### src/design/supervisor_pkg.sv
package supervisor_pkg;
  // Clock and timing figures.
  localparam int CLK_FREQ_KHZ = 200_000;
  localparam int RESET_PULSE_MS = 100;
  localparam int MAINS_DELAY_MS = 20;
  localparam int CHARGE_TIME_MS = 4000;
  localparam int LOCKOUT_MS = 5000;
  localparam int RESET_PULSE_CYCLES = RESET_PULSE_MS * CLK_FREQ_KHZ;
  localparam int MAINS_DELAY_CYCLES = MAINS_DELAY_MS * CLK_FREQ_KHZ;
  localparam int CHARGE_CYCLES = CHARGE_TIME_MS * CLK_FREQ_KHZ;
  localparam int LOCKOUT_CYCLES = LOCKOUT_MS * CLK_FREQ_KHZ;
  // Error vector layout.
  localparam int ERR_N = 6;
  localparam int ERR_POWER_UV = 0;
  localparam int ERR_CHECK = 4;
  localparam int ERR_CTRL_MISSING = 5;
  // Register map, byte addresses.
  localparam logic [7:0] CTRL_OFFSET = 8'h00;
  localparam logic [7:0] STATUS_OFFSET = 8'h04;
  localparam logic [7:0] ERROR_OFFSET = 8'h08;
  localparam logic [7:0] TIMER_OFFSET = 8'h0C;
  // Field positions and reset values.
  localparam int CTRL_AUTO_BIT = 0;
  localparam int STATUS_MAINS_BIT = 16;
  localparam int STATUS_AVAIL_BIT = 17;
  localparam logic [31:0] CTRL_RESET = 32'h0000_0000;
  localparam logic [2:0] HSIZE_WORD = 3'h2;
  localparam int SYNC_N = 10;
  // Sequencer states.
  typedef enum logic [12:0] {
    ST_POWER_OFF = 13'h0001,
    ST_BOOT_RECOVERY = 13'h0002,
    ST_FW_UPDATE = 13'h0004,
    ST_FW_START = 13'h0008,
    ST_SELF_TEST = 13'h0010,
    ST_CALIBRATE = 13'h0020,
    ST_MAINS_WAIT = 13'h0040,
    ST_OUTPUT_CHECK = 13'h0080,
    ST_OPERATIONAL = 13'h0100,
    ST_WARNING = 13'h0200,
    ST_FAULT = 13'h0400,
    ST_POWER_DOWN = 13'h0800,
    ST_NO_CTRL_SUPPLY = 13'h1000
  } sup_state_t;
endpackage

### src/design/stable_filter.sv
`timescale 1ns/100ps
module stable_filter import supervisor_pkg::*; #(
  parameter int STABLE_CYCLES = 16,
  parameter bit FILTER_FALL = 1'b1
) (
  // Clock, reset and enable.
  input wire logic ref_clk,
  input wire logic rst,
  input wire logic ce,
  // Level in and qualified level out.
  input wire logic level_in,
  output logic level_out,
  output logic rise_pulse
);
  logic [31:0] cnt_reg;
  logic level_reg;
  logic pulse_reg;
  wire differ = level_in != level_reg;
  wire fast_fall = !FILTER_FALL && !level_in;
  wire done = cnt_reg == 32'(STABLE_CYCLES - 1);

  // The output moves only after the input has held its new level for the full count, except a fall, which passes at once when FILTER_FALL is low.
  always_ff @(posedge ref_clk or posedge rst) begin
    if (rst) begin
      cnt_reg <= 32'h0000_0000;
      level_reg <= 1'b0;
      pulse_reg <= 1'b0;
    end else if (ce) begin
      pulse_reg <= differ && level_in && done;
      if (fast_fall || !differ) begin
        cnt_reg <= 32'h0000_0000;
        level_reg <= level_in;
      end else if (done) begin
        cnt_reg <= 32'h0000_0000;
        level_reg <= level_in;
      end else begin
        cnt_reg <= cnt_reg + 32'h0000_0001;
      end
    end
  end

  assign level_out = level_reg;
  assign rise_pulse = pulse_reg;
endmodule // stable_filter

### src/design/supply_unit_state_supervisor.sv
`timescale 1ns/100ps
module supply_unit_state_supervisor import supervisor_pkg::*; #(
  parameter int RESET_PULSE = RESET_PULSE_CYCLES,
  parameter int MAINS_DELAY = MAINS_DELAY_CYCLES,
  parameter logic [31:0] CHARGE = 32'(CHARGE_CYCLES),
  parameter logic [31:0] LOCK_CYCLES [ERR_N] = '{ERR_N{32'(LOCKOUT_CYCLES)}}
) (
  // Clock, reset and enable.
  input wire logic ref_clk,
  input wire logic rst,
  input wire logic ce,
  // AHB-Lite slave.
  input wire logic hsel,
  input wire logic [7:0] haddr,
  input wire logic [1:0] htrans,
  input wire logic hwrite,
  input wire logic [2:0] hsize,
  input wire logic [31:0] hwdata,
  input wire logic hready,
  output logic hreadyout,
  output logic hresp,
  output logic [31:0] hrdata,
  // Pins from the analogue side and the controller.
  input wire logic fault_reset_pin,
  input wire logic ctrl_supply_ok,
  input wire logic ctrl_undervolt,
  input wire logic mains_detect,
  input wire logic mains_in_limits,
  input wire logic out_in_range,
  input wire logic ripple_ok,
  input wire logic warn_in,
  input wire logic [3:0] err_in,
  // Firmware side, same clock.
  input wire logic fw_corrupt,
  input wire logic debug_update_req,
  input wire logic update_done,
  input wire logic fw_ready,
  input wire logic self_test_done,
  input wire logic cal_done,
  // Status outputs and contact.
  output logic output_ready_out,
  output logic mains_present_out,
  output logic malfunction_out,
  output logic ready_to_operate_contact
);
  sup_state_t state_reg;
  sup_state_t state_next;
  logic [SYNC_N-1:0] pin_raw;
  logic [SYNC_N-1:0] sync1_reg;
  logic [SYNC_N-1:0] sync2_reg;
  logic [ERR_N-1:0] err_reg;
  logic [ERR_N-1:0] err_next;
  logic [ERR_N-1:0] err_set;
  logic [31:0] timer_reg;
  logic [31:0] timer_next;
  logic [31:0] ctrl_reg;
  logic [7:0] addr_reg;
  logic wr_reg;
  logic [31:0] rdata_reg;
  logic contact_reg;
  logic ready_reg;
  logic malf_reg;
  logic fault_reset_in;
  logic reset_req;
  logic mains_ok;

  // Every pin passes two flip-flops before any logic reads it.
  assign pin_raw = {err_in, warn_in, ripple_ok, out_in_range, mains_in_limits,
                    mains_detect, fault_reset_pin};
  wire ctrl_ok_s;
  wire ctrl_uv_s;
  logic [1:0] ctrl_sync1_reg;
  logic [1:0] ctrl_sync2_reg;
  genvar gi;
  generate
    for (gi = 0; gi < SYNC_N; gi++) begin : g_sync
      always_ff @(posedge ref_clk or posedge rst) begin
        if (rst) begin
          sync1_reg[gi] <= 1'b0;
          sync2_reg[gi] <= 1'b0;
        end else if (ce) begin
          sync1_reg[gi] <= pin_raw[gi];
          sync2_reg[gi] <= sync1_reg[gi];
        end
      end
    end
  endgenerate

  // Control supply flags get their own pair so power off is the reset view.
  always_ff @(posedge ref_clk or posedge rst) begin
    if (rst) begin
      ctrl_sync1_reg <= 2'h0;
      ctrl_sync2_reg <= 2'h0;
    end else if (ce) begin
      ctrl_sync1_reg <= {ctrl_undervolt, ctrl_supply_ok};
      ctrl_sync2_reg <= ctrl_sync1_reg;
    end
  end
  assign ctrl_ok_s = ctrl_sync2_reg[0];
  assign ctrl_uv_s = ctrl_sync2_reg[1];

  // Named views of the synchronised pins.
  wire reset_pin_s = sync2_reg[0];
  wire mains_det_s = sync2_reg[1];
  wire mains_lim_s = sync2_reg[2];
  wire out_ok_s = sync2_reg[3];
  wire ripple_ok_s = sync2_reg[4];
  wire warn_s = sync2_reg[5];
  wire [3:0] err_s = sync2_reg[9:6];

  // Reset request qualifies only after a full width high; release is immediate.
  stable_filter #(
    .STABLE_CYCLES(RESET_PULSE),
    .FILTER_FALL(1'b0)
  ) u_reset_filter (
    .ref_clk(ref_clk),
    .rst(rst),
    .ce(ce),
    .level_in(reset_pin_s),
    .level_out(fault_reset_in),
    .rise_pulse(reset_req)
  );

  // Mains status follows the detector only once it has been stable.
  stable_filter #(
    .STABLE_CYCLES(MAINS_DELAY),
    .FILTER_FALL(1'b1)
  ) u_mains_filter (
    .ref_clk(ref_clk),
    .rst(rst),
    .ce(ce),
    .level_in(mains_det_s),
    .level_out(mains_ok),
    .rise_pulse()
  );

  // Longest lockout among the errors that are latched.
  function automatic logic [31:0] lock_max(input logic [ERR_N-1:0] errs);
    logic [31:0] m;
    m = 32'h0000_0000;
    for (int i = 0; i < ERR_N; i++) begin
      if (errs[i] && LOCK_CYCLES[i] > m) begin
        m = LOCK_CYCLES[i];
      end
    end
    return m;
  endfunction

  // State groups used by the decode below.
  wire st_run = state_reg inside {ST_OPERATIONAL, ST_WARNING};
  wire st_monitor = st_run || state_reg == ST_OUTPUT_CHECK;
  wire drawing = st_run && mains_ok;
  wire auto_en = ctrl_reg[CTRL_AUTO_BIT];
  wire timer_zero = timer_reg == 32'h0000_0000;
  wire cause_gone = err_s == 4'h0;
  wire check_end = state_reg == ST_OUTPUT_CHECK && timer_zero;
  wire check_bad = state_reg == ST_OUTPUT_CHECK && (!ripple_ok_s || (check_end && !out_ok_s));

  // Only the reset pin, automatic recovery or a supply cycle can lift a fault; bus writes cannot.
  wire recover_src = reset_req || auto_en;
  wire recover = state_reg == ST_FAULT && timer_zero && cause_gone && recover_src;

  // New errors; undervoltage stays remanent only while energy is drawn.
  always_comb begin
    err_set = '0;
    if (st_monitor) begin
      err_set[3:1] = err_s[3:1];
      err_set[ERR_POWER_UV] = err_s[ERR_POWER_UV] && drawing;
    end
    err_set[ERR_CHECK] = check_bad;
    err_set[ERR_CTRL_MISSING] = state_reg == ST_NO_CTRL_SUPPLY;
  end

  // A new error beats the clear of a recovery in the same cycle; a supply cycle clears too.
  wire err_clear = recover || state_reg == ST_POWER_OFF;
  assign err_next = (err_clear ? '0 : err_reg) | err_set;

  // Next state; supply loss and undervoltage take precedence over everything.
  always_comb begin
    state_next = state_reg;
    if (!ctrl_ok_s) begin
      state_next = ST_POWER_OFF;
    end else if (ctrl_uv_s) begin
      state_next = ST_POWER_DOWN;
    end else begin
      unique case (state_reg)
        ST_POWER_OFF: begin
          state_next = fw_corrupt ? ST_BOOT_RECOVERY : ST_FW_START;
        end
        ST_BOOT_RECOVERY: begin
          if (debug_update_req) begin
            state_next = ST_FW_UPDATE;
          end
        end
        ST_FW_UPDATE: begin
          if (update_done) begin
            state_next = ST_FW_START;
          end
        end
        ST_FW_START: begin
          if (fw_ready) begin
            state_next = ST_SELF_TEST;
          end
        end
        ST_SELF_TEST: begin
          if (self_test_done) begin
            state_next = ST_CALIBRATE;
          end
        end
        ST_CALIBRATE: begin
          if (cal_done) begin
            state_next = ST_MAINS_WAIT;
          end
        end
        ST_MAINS_WAIT: begin
          if (mains_lim_s) begin
            state_next = ST_OUTPUT_CHECK;
          end
        end
        ST_OUTPUT_CHECK: begin
          if (check_bad) begin
            state_next = ST_FAULT;
          end else if (check_end) begin
            state_next = ST_OPERATIONAL;
          end
        end
        ST_OPERATIONAL, ST_WARNING: begin
          if (err_set != '0) begin
            state_next = ST_FAULT;
          end else begin
            state_next = warn_s ? ST_WARNING : ST_OPERATIONAL;
          end
        end
        ST_FAULT: begin
          if (recover) begin
            state_next = ST_MAINS_WAIT;
          end
        end
        ST_POWER_DOWN: begin
          state_next = ST_NO_CTRL_SUPPLY;
        end
        ST_NO_CTRL_SUPPLY: begin
          state_next = ST_FAULT;
        end
        default: begin
          state_next = ST_POWER_OFF;
        end
      endcase
    end
  end

  // One timer serves the charge window and the lockout wait.
  always_comb begin
    timer_next = timer_zero ? timer_reg : timer_reg - 32'h0000_0001;
    if (state_next == ST_OUTPUT_CHECK && state_reg != ST_OUTPUT_CHECK) begin
      timer_next = CHARGE - 32'h0000_0001;
    end else if (state_next == ST_FAULT && state_reg != ST_FAULT) begin
      timer_next = lock_max(err_next);
    end
  end

  // Contact closes only in states that want mains energy.
  wire contact_next = state_next inside {ST_MAINS_WAIT, ST_OUTPUT_CHECK,
                                         ST_OPERATIONAL, ST_WARNING};
  wire malf_next = state_next inside {ST_FAULT, ST_NO_CTRL_SUPPLY};
  // Ready follows the contact a cycle late, so it drops only once the contact is open.
  wire ready_next = contact_reg && st_run && !malf_reg;

  // Sequencer and status registers.
  always_ff @(posedge ref_clk or posedge rst) begin
    if (rst) begin
      state_reg <= ST_POWER_OFF;
      err_reg <= '0;
      timer_reg <= 32'h0000_0000;
      contact_reg <= 1'b0;
      ready_reg <= 1'b0;
      malf_reg <= 1'b0;
    end else if (ce) begin
      state_reg <= state_next;
      err_reg <= err_next;
      timer_reg <= timer_next;
      contact_reg <= contact_next;
      ready_reg <= ready_next;
      malf_reg <= malf_next;
    end
  end

  // Bus address phase decode.
  wire addr_phase = hsel && hready && htrans[1];
  wire take_wr = addr_phase && hwrite && hsize == HSIZE_WORD;
  wire mains_avail = mains_ok && st_run;
  wire [31:0] status_word = {14'h0000, mains_avail, mains_ok, 3'h0, state_reg};
  wire [31:0] read_mux = haddr == CTRL_OFFSET ? ctrl_reg :
                         haddr == STATUS_OFFSET ? status_word :
                         haddr == ERROR_OFFSET ? {26'h0000000, err_reg} :
                         haddr == TIMER_OFFSET ? timer_reg : 32'h0000_0000;

  // Zero wait states: read data is fetched at the address phase edge.
  always_ff @(posedge ref_clk or posedge rst) begin
    if (rst) begin
      addr_reg <= 8'h00;
      wr_reg <= 1'b0;
      rdata_reg <= 32'h0000_0000;
      ctrl_reg <= CTRL_RESET;
    end else if (ce) begin
      wr_reg <= take_wr;
      if (addr_phase) begin
        addr_reg <= haddr;
        rdata_reg <= read_mux;
      end
      if (wr_reg && addr_reg == CTRL_OFFSET) begin
        ctrl_reg <= {31'h0000_0000, hwdata[CTRL_AUTO_BIT]};
      end
    end
  end

  assign hreadyout = 1'b1;
  assign hresp = 1'b0;
  assign hrdata = rdata_reg;
  assign output_ready_out = ready_reg;
  assign mains_present_out = mains_ok;
  assign malfunction_out = malf_reg;
  assign ready_to_operate_contact = contact_reg;
endmodule // supply_unit_state_supervisor

### config.mk
export PLATFORM = sky130hd
export DESIGN_NAME = supply_unit_state_supervisor
export DESIGN_NICKNAME = d
export VERILOG_FILES = /design/src/design/supervisor_pkg.sv /design/src/design/stable_filter.sv /design/src/design/supply_unit_state_supervisor.sv
export SDC_FILE = /design/constraint.sdc
export NUM_CORES = 1
export LEC_CHECK = 0
export ABC_AREA = 1
export CAP_MARGIN = 20
export CELL_PAD_IN_SITES_DETAIL_PLACEMENT = 1
export CELL_PAD_IN_SITES_GLOBAL_PLACEMENT = 2
export CORE_ASPECT_RATIO = 1.25
export CORE_MARGIN = 3
export CORE_UTILIZATION = 37
export CTS_CLUSTER_DIAMETER = 100
export DETAILED_ROUTE_END_ITERATION = 10
export DONT_BUFFER_PORTS = 1
export GPL_TIMING_DRIVEN = 0
export PLACE_DENSITY = 0.78
export SYNTH_ARGS = -nofsm -noshare
export SYNTH_HDL_FRONTEND = slang
export SYNTH_SLANG_ARGS = --single-unit
### constraint.sdc
create_clock -name ref_clk -period 6.33 [get_ports ref_clk]
set_clock_uncertainty 0.15 [all_clocks]
set_input_delay 0.633 -clock ref_clk [delete_from_list [all_inputs] [get_ports ref_clk]]
set_output_delay 0.633 -clock ref_clk [all_outputs]
set_load 0.01 [all_outputs]
### Word-level counts from Yosys, hierarchy flattened

Cells that the tools add are included.

| storage, ports and cells | value |
|---|---|
| register bits | 187 |
| input port bits | 69 |
| output and inout bits | 38 |
| word-level logic and storage cells | 174 |

| operators by class | value |
|---|---|
| $add $sub $neg | 3 |
| magnitude comparators | 5 |
| eq/ne operators | 31 |
| muxes and demuxes | 48 |
| bitwise gates (word level) | 1 |
| reductions and logical operators | 49 |

Operators with widths:

| kind | count |
|---|---|
| 32-bit 2-to-1 mux | 26 |
| 30-bit by 32-bit > comparator with 1-bit output (first input constant) | 5 |
| 13-bit case mux with 12 select lines | 1 |
| 13-bit 2-to-1 mux | 11 |
| 32-bit by 1-bit adder with 32-bit output (second input constant) | 2 |
| 32-bit by 22-bit equality test with 1-bit output (second input constant) | 1 |
| 32-bit by 25-bit equality test with 1-bit output (second input constant) | 1 |
| 32-bit logical NOT | 1 |
| 32-bit by 1-bit subtractor with 32-bit output (second input constant) | 1 |
| 30-bit 2-to-1 mux | 1 |
| 13-bit by 10-bit equality test with 1-bit output (second input constant) | 2 |
| 13-bit by 11-bit equality test with 1-bit output (second input constant) | 2 |
| 13-bit equality test (second input constant) | 2 |
| 13-bit by 7-bit equality test with 1-bit output (second input constant) | 2 |
| 13-bit by 8-bit equality test with 1-bit output (second input constant) | 2 |
| 13-bit by 9-bit equality test with 1-bit output (second input constant) | 2 |
| 1-bit logical AND | 24 |
| 8-bit by 4-bit equality test with 1-bit output (second input constant) | 2 |
| 8-bit logical NOT | 2 |
| 13-bit by 1-bit equality test with 1-bit output (second input constant) | 1 |
| 13-bit by 12-bit equality test with 1-bit output (second input constant) | 1 |
| 13-bit by 2-bit equality test with 1-bit output (second input constant) | 1 |
| 13-bit by 3-bit equality test with 1-bit output (second input constant) | 1 |
| 13-bit by 4-bit equality test with 1-bit output (second input constant) | 1 |
| 23 further kinds | 42 |

### Depth between registers and ports, before layout

| logic depth | value |
|---|---|
| depth after elaboration | 39 |
| gate-level depth with buffers | 20 |
| mapped depth without buffers | 19 |

### By module

Synthesis repeated with hierarchy kept, for this count alone.

| second synthesis, totals | value |
|---|---|
| cell total of the unflattened synthesis | 1626 |
| area total of the unflattened synthesis | 11421.0 sq um |

By module, submodules not included:

| module | times used | cells each | area an instance (sq um) | seq. area each (sq um) |
|---|---|---|---|---|
| supply_unit_state_supervisor | 1 | 917 | 6772.7 | 3004.1 |
| stable_filter at u_reset_filter | 1 | 360 | 2331.0 | 850.8 |
| stable_filter at u_mains_filter | 1 | 349 | 2317.2 | 850.8 |

### Worst setup path after synthesis

No wires, ideal clock.

| timing path | value |
|---|---|
| kind | register to register |
| start point | reg timer_reg[0] |
| end point | reg timer_reg[13] |
| library setup time | 0.076 ns |
| arrival time | 2.148 ns |
| required time | 6.104 ns |
| slack | 3.956 ns |
| cell stages (with the launch flop) | 21 |
| buffers on the path | 2 |
| clock period less this slack | 2.374 ns |
| cells stage by stage | dfrtp_1 inv_1 ha_1 nand2_1 nor2_1 nand2_2 nor2_4 nand2_1 nand2_1 nand2_2 nand2_1 o21ai_1 nand2_1 nand3_2 nand2_2 nand2_2 nand2_4 buf_12 buf_6 nand3_1 o21ai_1 |

| between the ends | value |
|---|---|
| word-level cells in the longest chain between the ends | 35 |
| elaborated cells between the ends (all ways) | 55 |
| those cells by class | 1 x add/sub; 5 x order compare; 3 x eq/ne; 27 x mux; 1 x bitwise; 18 x reduce/logical |

RTL lines:

| what | line | source |
|---|---|---|
| start, declared | supply_unit_state_supervisor.sv:54 | `logic [31:0] timer_reg;` |
| start signal, assigned | supply_unit_state_supervisor.sv:281 | `timer_reg <= timer_next;` |
| 32-bit logical NOT | supply_unit_state_supervisor.sv:154 | `wire timer_zero = timer_reg == 32'h0000_0000;` |
| 1-bit logical AND (3 in a row) | supply_unit_state_supervisor.sv:161 | `wire recover = state_reg == ST_FAULT && timer_zero && cause_gone && recover_src;` |
| 1-bit logical OR | supply_unit_state_supervisor.sv:175 | `wire err_clear = recover \|\| state_reg == ST_POWER_OFF;` |
| 6-bit 2-to-1 mux | supply_unit_state_supervisor.sv:176 | `assign err_next = (err_clear ? '0 : err_reg) \| err_set;` |
| 6-bit OR | supply_unit_state_supervisor.sv:176 |  |
| 30-bit 2-to-1 mux | supply_unit_state_supervisor.sv:142 | `if (errs[i] && LOCK_CYCLES[i] > m) begin` |
| 32-bit 2-to-1 mux | supply_unit_state_supervisor.sv:257 | `end else if (state_next == ST_FAULT && state_reg != ST_FAULT) begin` |
| 32-bit 2-to-1 mux | supply_unit_state_supervisor.sv:255 | `if (state_next == ST_OUTPUT_CHECK && state_reg != ST_OUTPUT_CHECK) begin` |
| (+17 left out) | -- |  |
| 32-bit 2-to-1 mux | supply_unit_state_supervisor.sv:142 |  |
| 32-bit 2-to-1 mux | supply_unit_state_supervisor.sv:257 |  |
| 32-bit 2-to-1 mux | supply_unit_state_supervisor.sv:255 |  |
| 30-bit by 32-bit > comparator with 1-bit output | supply_unit_state_supervisor.sv:142 |  |
| 1-bit logical AND | supply_unit_state_supervisor.sv:142 |  |
| 32-bit 2-to-1 mux | supply_unit_state_supervisor.sv:142 |  |
| 32-bit 2-to-1 mux | supply_unit_state_supervisor.sv:257 |  |
| 32-bit 2-to-1 mux | supply_unit_state_supervisor.sv:255 |  |

Parallel ways exist; a longest one is shown, timed or not. The select of a mux whose other input is x is not followed.
A chain may end at the register's enable or synchronous reset.

### Worst setup path after layout

| timing path | value |
|---|---|
| start point | reg timer_reg[0] |
| end point | reg timer_reg[2] |

The elaborated chain is that of the path after synthesis.

==> impl_metrics.csv <==
group,metric,value,unit
finish,area_growth,10.6,%
drt,wl,32500,um
sta,timing.final.crit_share,48.9,%
finish,final_area,11300,um2
synthesis,syn_nets,1425,
critical_path,crit_arrival,3310,ps
synthesis,synth-seq-cells,187,
synthesis,syn_avg_cell_area,7.58,um2
sta,timing.fmax,323,MHz
clock_network,htreeDepth,4,
finish,drive_gt1_share,7.64,%
critical_path,r2r_end,"timer_reg[2]",
power_and_ir_drop,cellPowerDensity,293,nW/um2
synthesis,synth.distinct_cells,51,
sta,hold_violations,0,
clock_network,numCtsBuffers,17,
sta,hold_slack,28.0,ps
die,die_h,192,um
drt,ant_nets,0,
critical_path,cp-end-kind,"register",
synthesis,async_reset_ff_share,100,%
placement,place_ws,3080,ps
placement,portBuffers,0,
synthesis,synth_flop_cell,"dfrtp_1",
drt,drt_iter0_markers,362,
sta,drv_slew,0,
global_routing,grt_usage,22.5,%
clock_network,hold_buffers,0,
synthesis,yosys-top-cells-area,"dfrtp_1, nand2_1, o21ai_0",
placement,globalplace.congestion,0.886,
critical_path,r2r_start,"timer_reg[0]",
sta,period_needed,3090,ps
global_routing,grt_pass1_wl,52500,um
clock_network,worstSkewPairLatency,440,ps
drt,vias,9157,
synthesis,synth_top_cell_by_area,"dfrtp_1",
sta,rsz0062_at_grt,"no",
critical_path,cp_max_fo,10,
finish,antenna_cells,0,
clock_network,clk_pin_slew,70,ps
synthesis,yosys-mux-area-fraction,0,%
critical_path,required,6550,ps
global_routing,grt.overflow.total,0,
sta,finalSetupViolCount,0,
finish,nFillCells,3390,
synthesis,netlist_instances,1352,
clock_network,cts_setup_buffers,0,
sta,setup_tns,0,ps
clock_network,cts_sinks,187,
clock_network,cts_resized,0,
clock_network,cts.path.max_buffers,2,
placement,place_area,10700,um2
finish,layout.nets,1447,
sta,setup_ws,3240,ps
drt,firstDrtPassIters,4,
drt,avgViaCountPerCell,5.29,
synthesis,synth_adder_area_share,0.488,%
synthesis,synth-simple-area-share,31.2,%
die,rows,67,
sta,max-slew-margin-rel,46.7,%
hold_path,hold_path_class,"in2async",
global_routing,antenna_found_initial,1,
synthesis,ys.warnings.count,0,
drt,wire_per_inst,18.7,um
global_routing,grt_pass1_vias,9514,
synthesis,yosysSeqAreaShare,45.7,%
critical_path,worst-r2r-setup-slack,3240,ps
clock_network,root_buffer,"clkbuf_16",
die,dieArea,29800,um2
die,die-width,155,um
power_and_ir_drop,ir_worst_vdd,0.187,mV
run_status,status,"finished, final reports clean",
sta,worst_pin_slew,796,ps
synthesis,synth_edf_count,0,
critical_path,crit_type,"reg2reg",
power_and_ir_drop,power_leakage,0.00522,uW
critical_path,r2r_cells,15,
synthesis,synth_compound_area_share,13.0,%
critical_path,crit_path_start_kind,"register",
die,coreArea,27100,um2
global_routing,grt_max_degree,105,
die,pin_count,107,
synthesis,synth_top_area_share,45.4,%
placement,hpwlAfterDp,24500,um
synthesis,synth_xor_area_share,1.62,%
clock_network,cts_tree,"done",
flow_run,cap_violations,0,
synthesis,syn_area,10300,um2
synthesis,synth_top_family_by_area,"simple AND/OR/NAND/NOR gates",
die,initial_core_util,37.9,%
drt,drc,0,
cells by family after synthesis:
family	after synthesis
xor+xnor	19
simple gates	702
fa+ha+maj	4
other cells	2
flops	187
compound gates	239
buf+inv	199
placed cells by master, fill, tap and decap left out, types with 13 or more instances in the layout:
master	instances
a21oi_1	62
inv_1	150
nor4_1	14
o21ai_0	121
nand2_1	327
clkbuf_16	17
xor2_1	13
nor2_1	153
nor3_1	45
clkbuf_1	27
nand4_1	33
nand3_1	72
dfrtp_1	186
per-stage QoR:
stage	instances	utilization, %	total power (uW)
floorplan	1352	-	1980
global placement	1697	39.5	2190
detailed placement	1699	39.6	2220
CTS	1731	41.9	3360
global route	1732	41.9	3540
finish	1732	41.9	3320
cells in the mapped netlist (9+ instances only):
library cell / number
dfrtp_1: 186
a31oi_1: 11
nor2_4: 9
inv_1: 151
clkbuf_1: 27
nor4_1: 14
a21oi_1: 62
nor3_1: 45
nand3_1: 72
xor2_1: 13
nor2_1: 153
nand4_1: 33
o21ai_0: 121
nand2_1: 327
layer usage:
layer / part of all wire, % / wire length [um] / vias up / GRT usage [%]
met4: 2.1 / 667 / 2 / 6.66
met2: 51 / 16700 / 114 / 40.0
met3: 2.9 / 932 / 41 / 3.99
met5: 0.040 / 13 / - / 0
li1: - / - / 4490 / -
met1: 44 / 14100 / 4510 / 27.7
worst max-delay path, cell delays in order (launching register included):
cell	delay (ps)
dfrtp_1	410
inv_1	150
ha_1	230
nand2_1	70
nor2_1	130
nand2_2	90
nor2_4	190
a21oi_1	150
nor2_1	150
nand2_1	130
nand3_2	190
clkbuf_1	550
o21ai_0	200
nand2_1	100
nand2_1	70
o21ai_2	50
how the worst max path moves through the flow:
stage,startpoint,slack (ps),to,cells past startpoint
final,timer_reg[0],3240,timer_reg[2],15
after CTS,timer_reg[0],3230,timer_reg[26],18
after floorplan,rst,460,addr_reg[0],1
after global placement,rst,-2110,u_mains_filter.cnt_reg[5],1
after global routing,timer_reg[0],2940,timer_reg[28],15
after detailed placement,htrans[1],3080,hrdata[24],5
final cells by class:
cell class | count | area [um2] | share of cell area [%]
inverters | 157 | 599 | 5.29
multi-input cells | 966 | 4750 | 41.9
clock inverters | 13 | 155 | 1.37
flip-flops and latches | 187 | 4680 | 41.3
plain buffers | 42 | 226 | 2.00
repair buffers | 3 | 37.5 | 0.331
well taps | 345 | 432 | 3.81
clock buffers | 19 | 453 | 4.00
where the power goes:
part	internal [uW]	leakage [uW]	switching, uW
Clock	615	0.000295	516
Combinational	228	0.00244	495
Sequential	1320	0.00248	150
No activity file was read; power rests on OpenSTA's default activity.
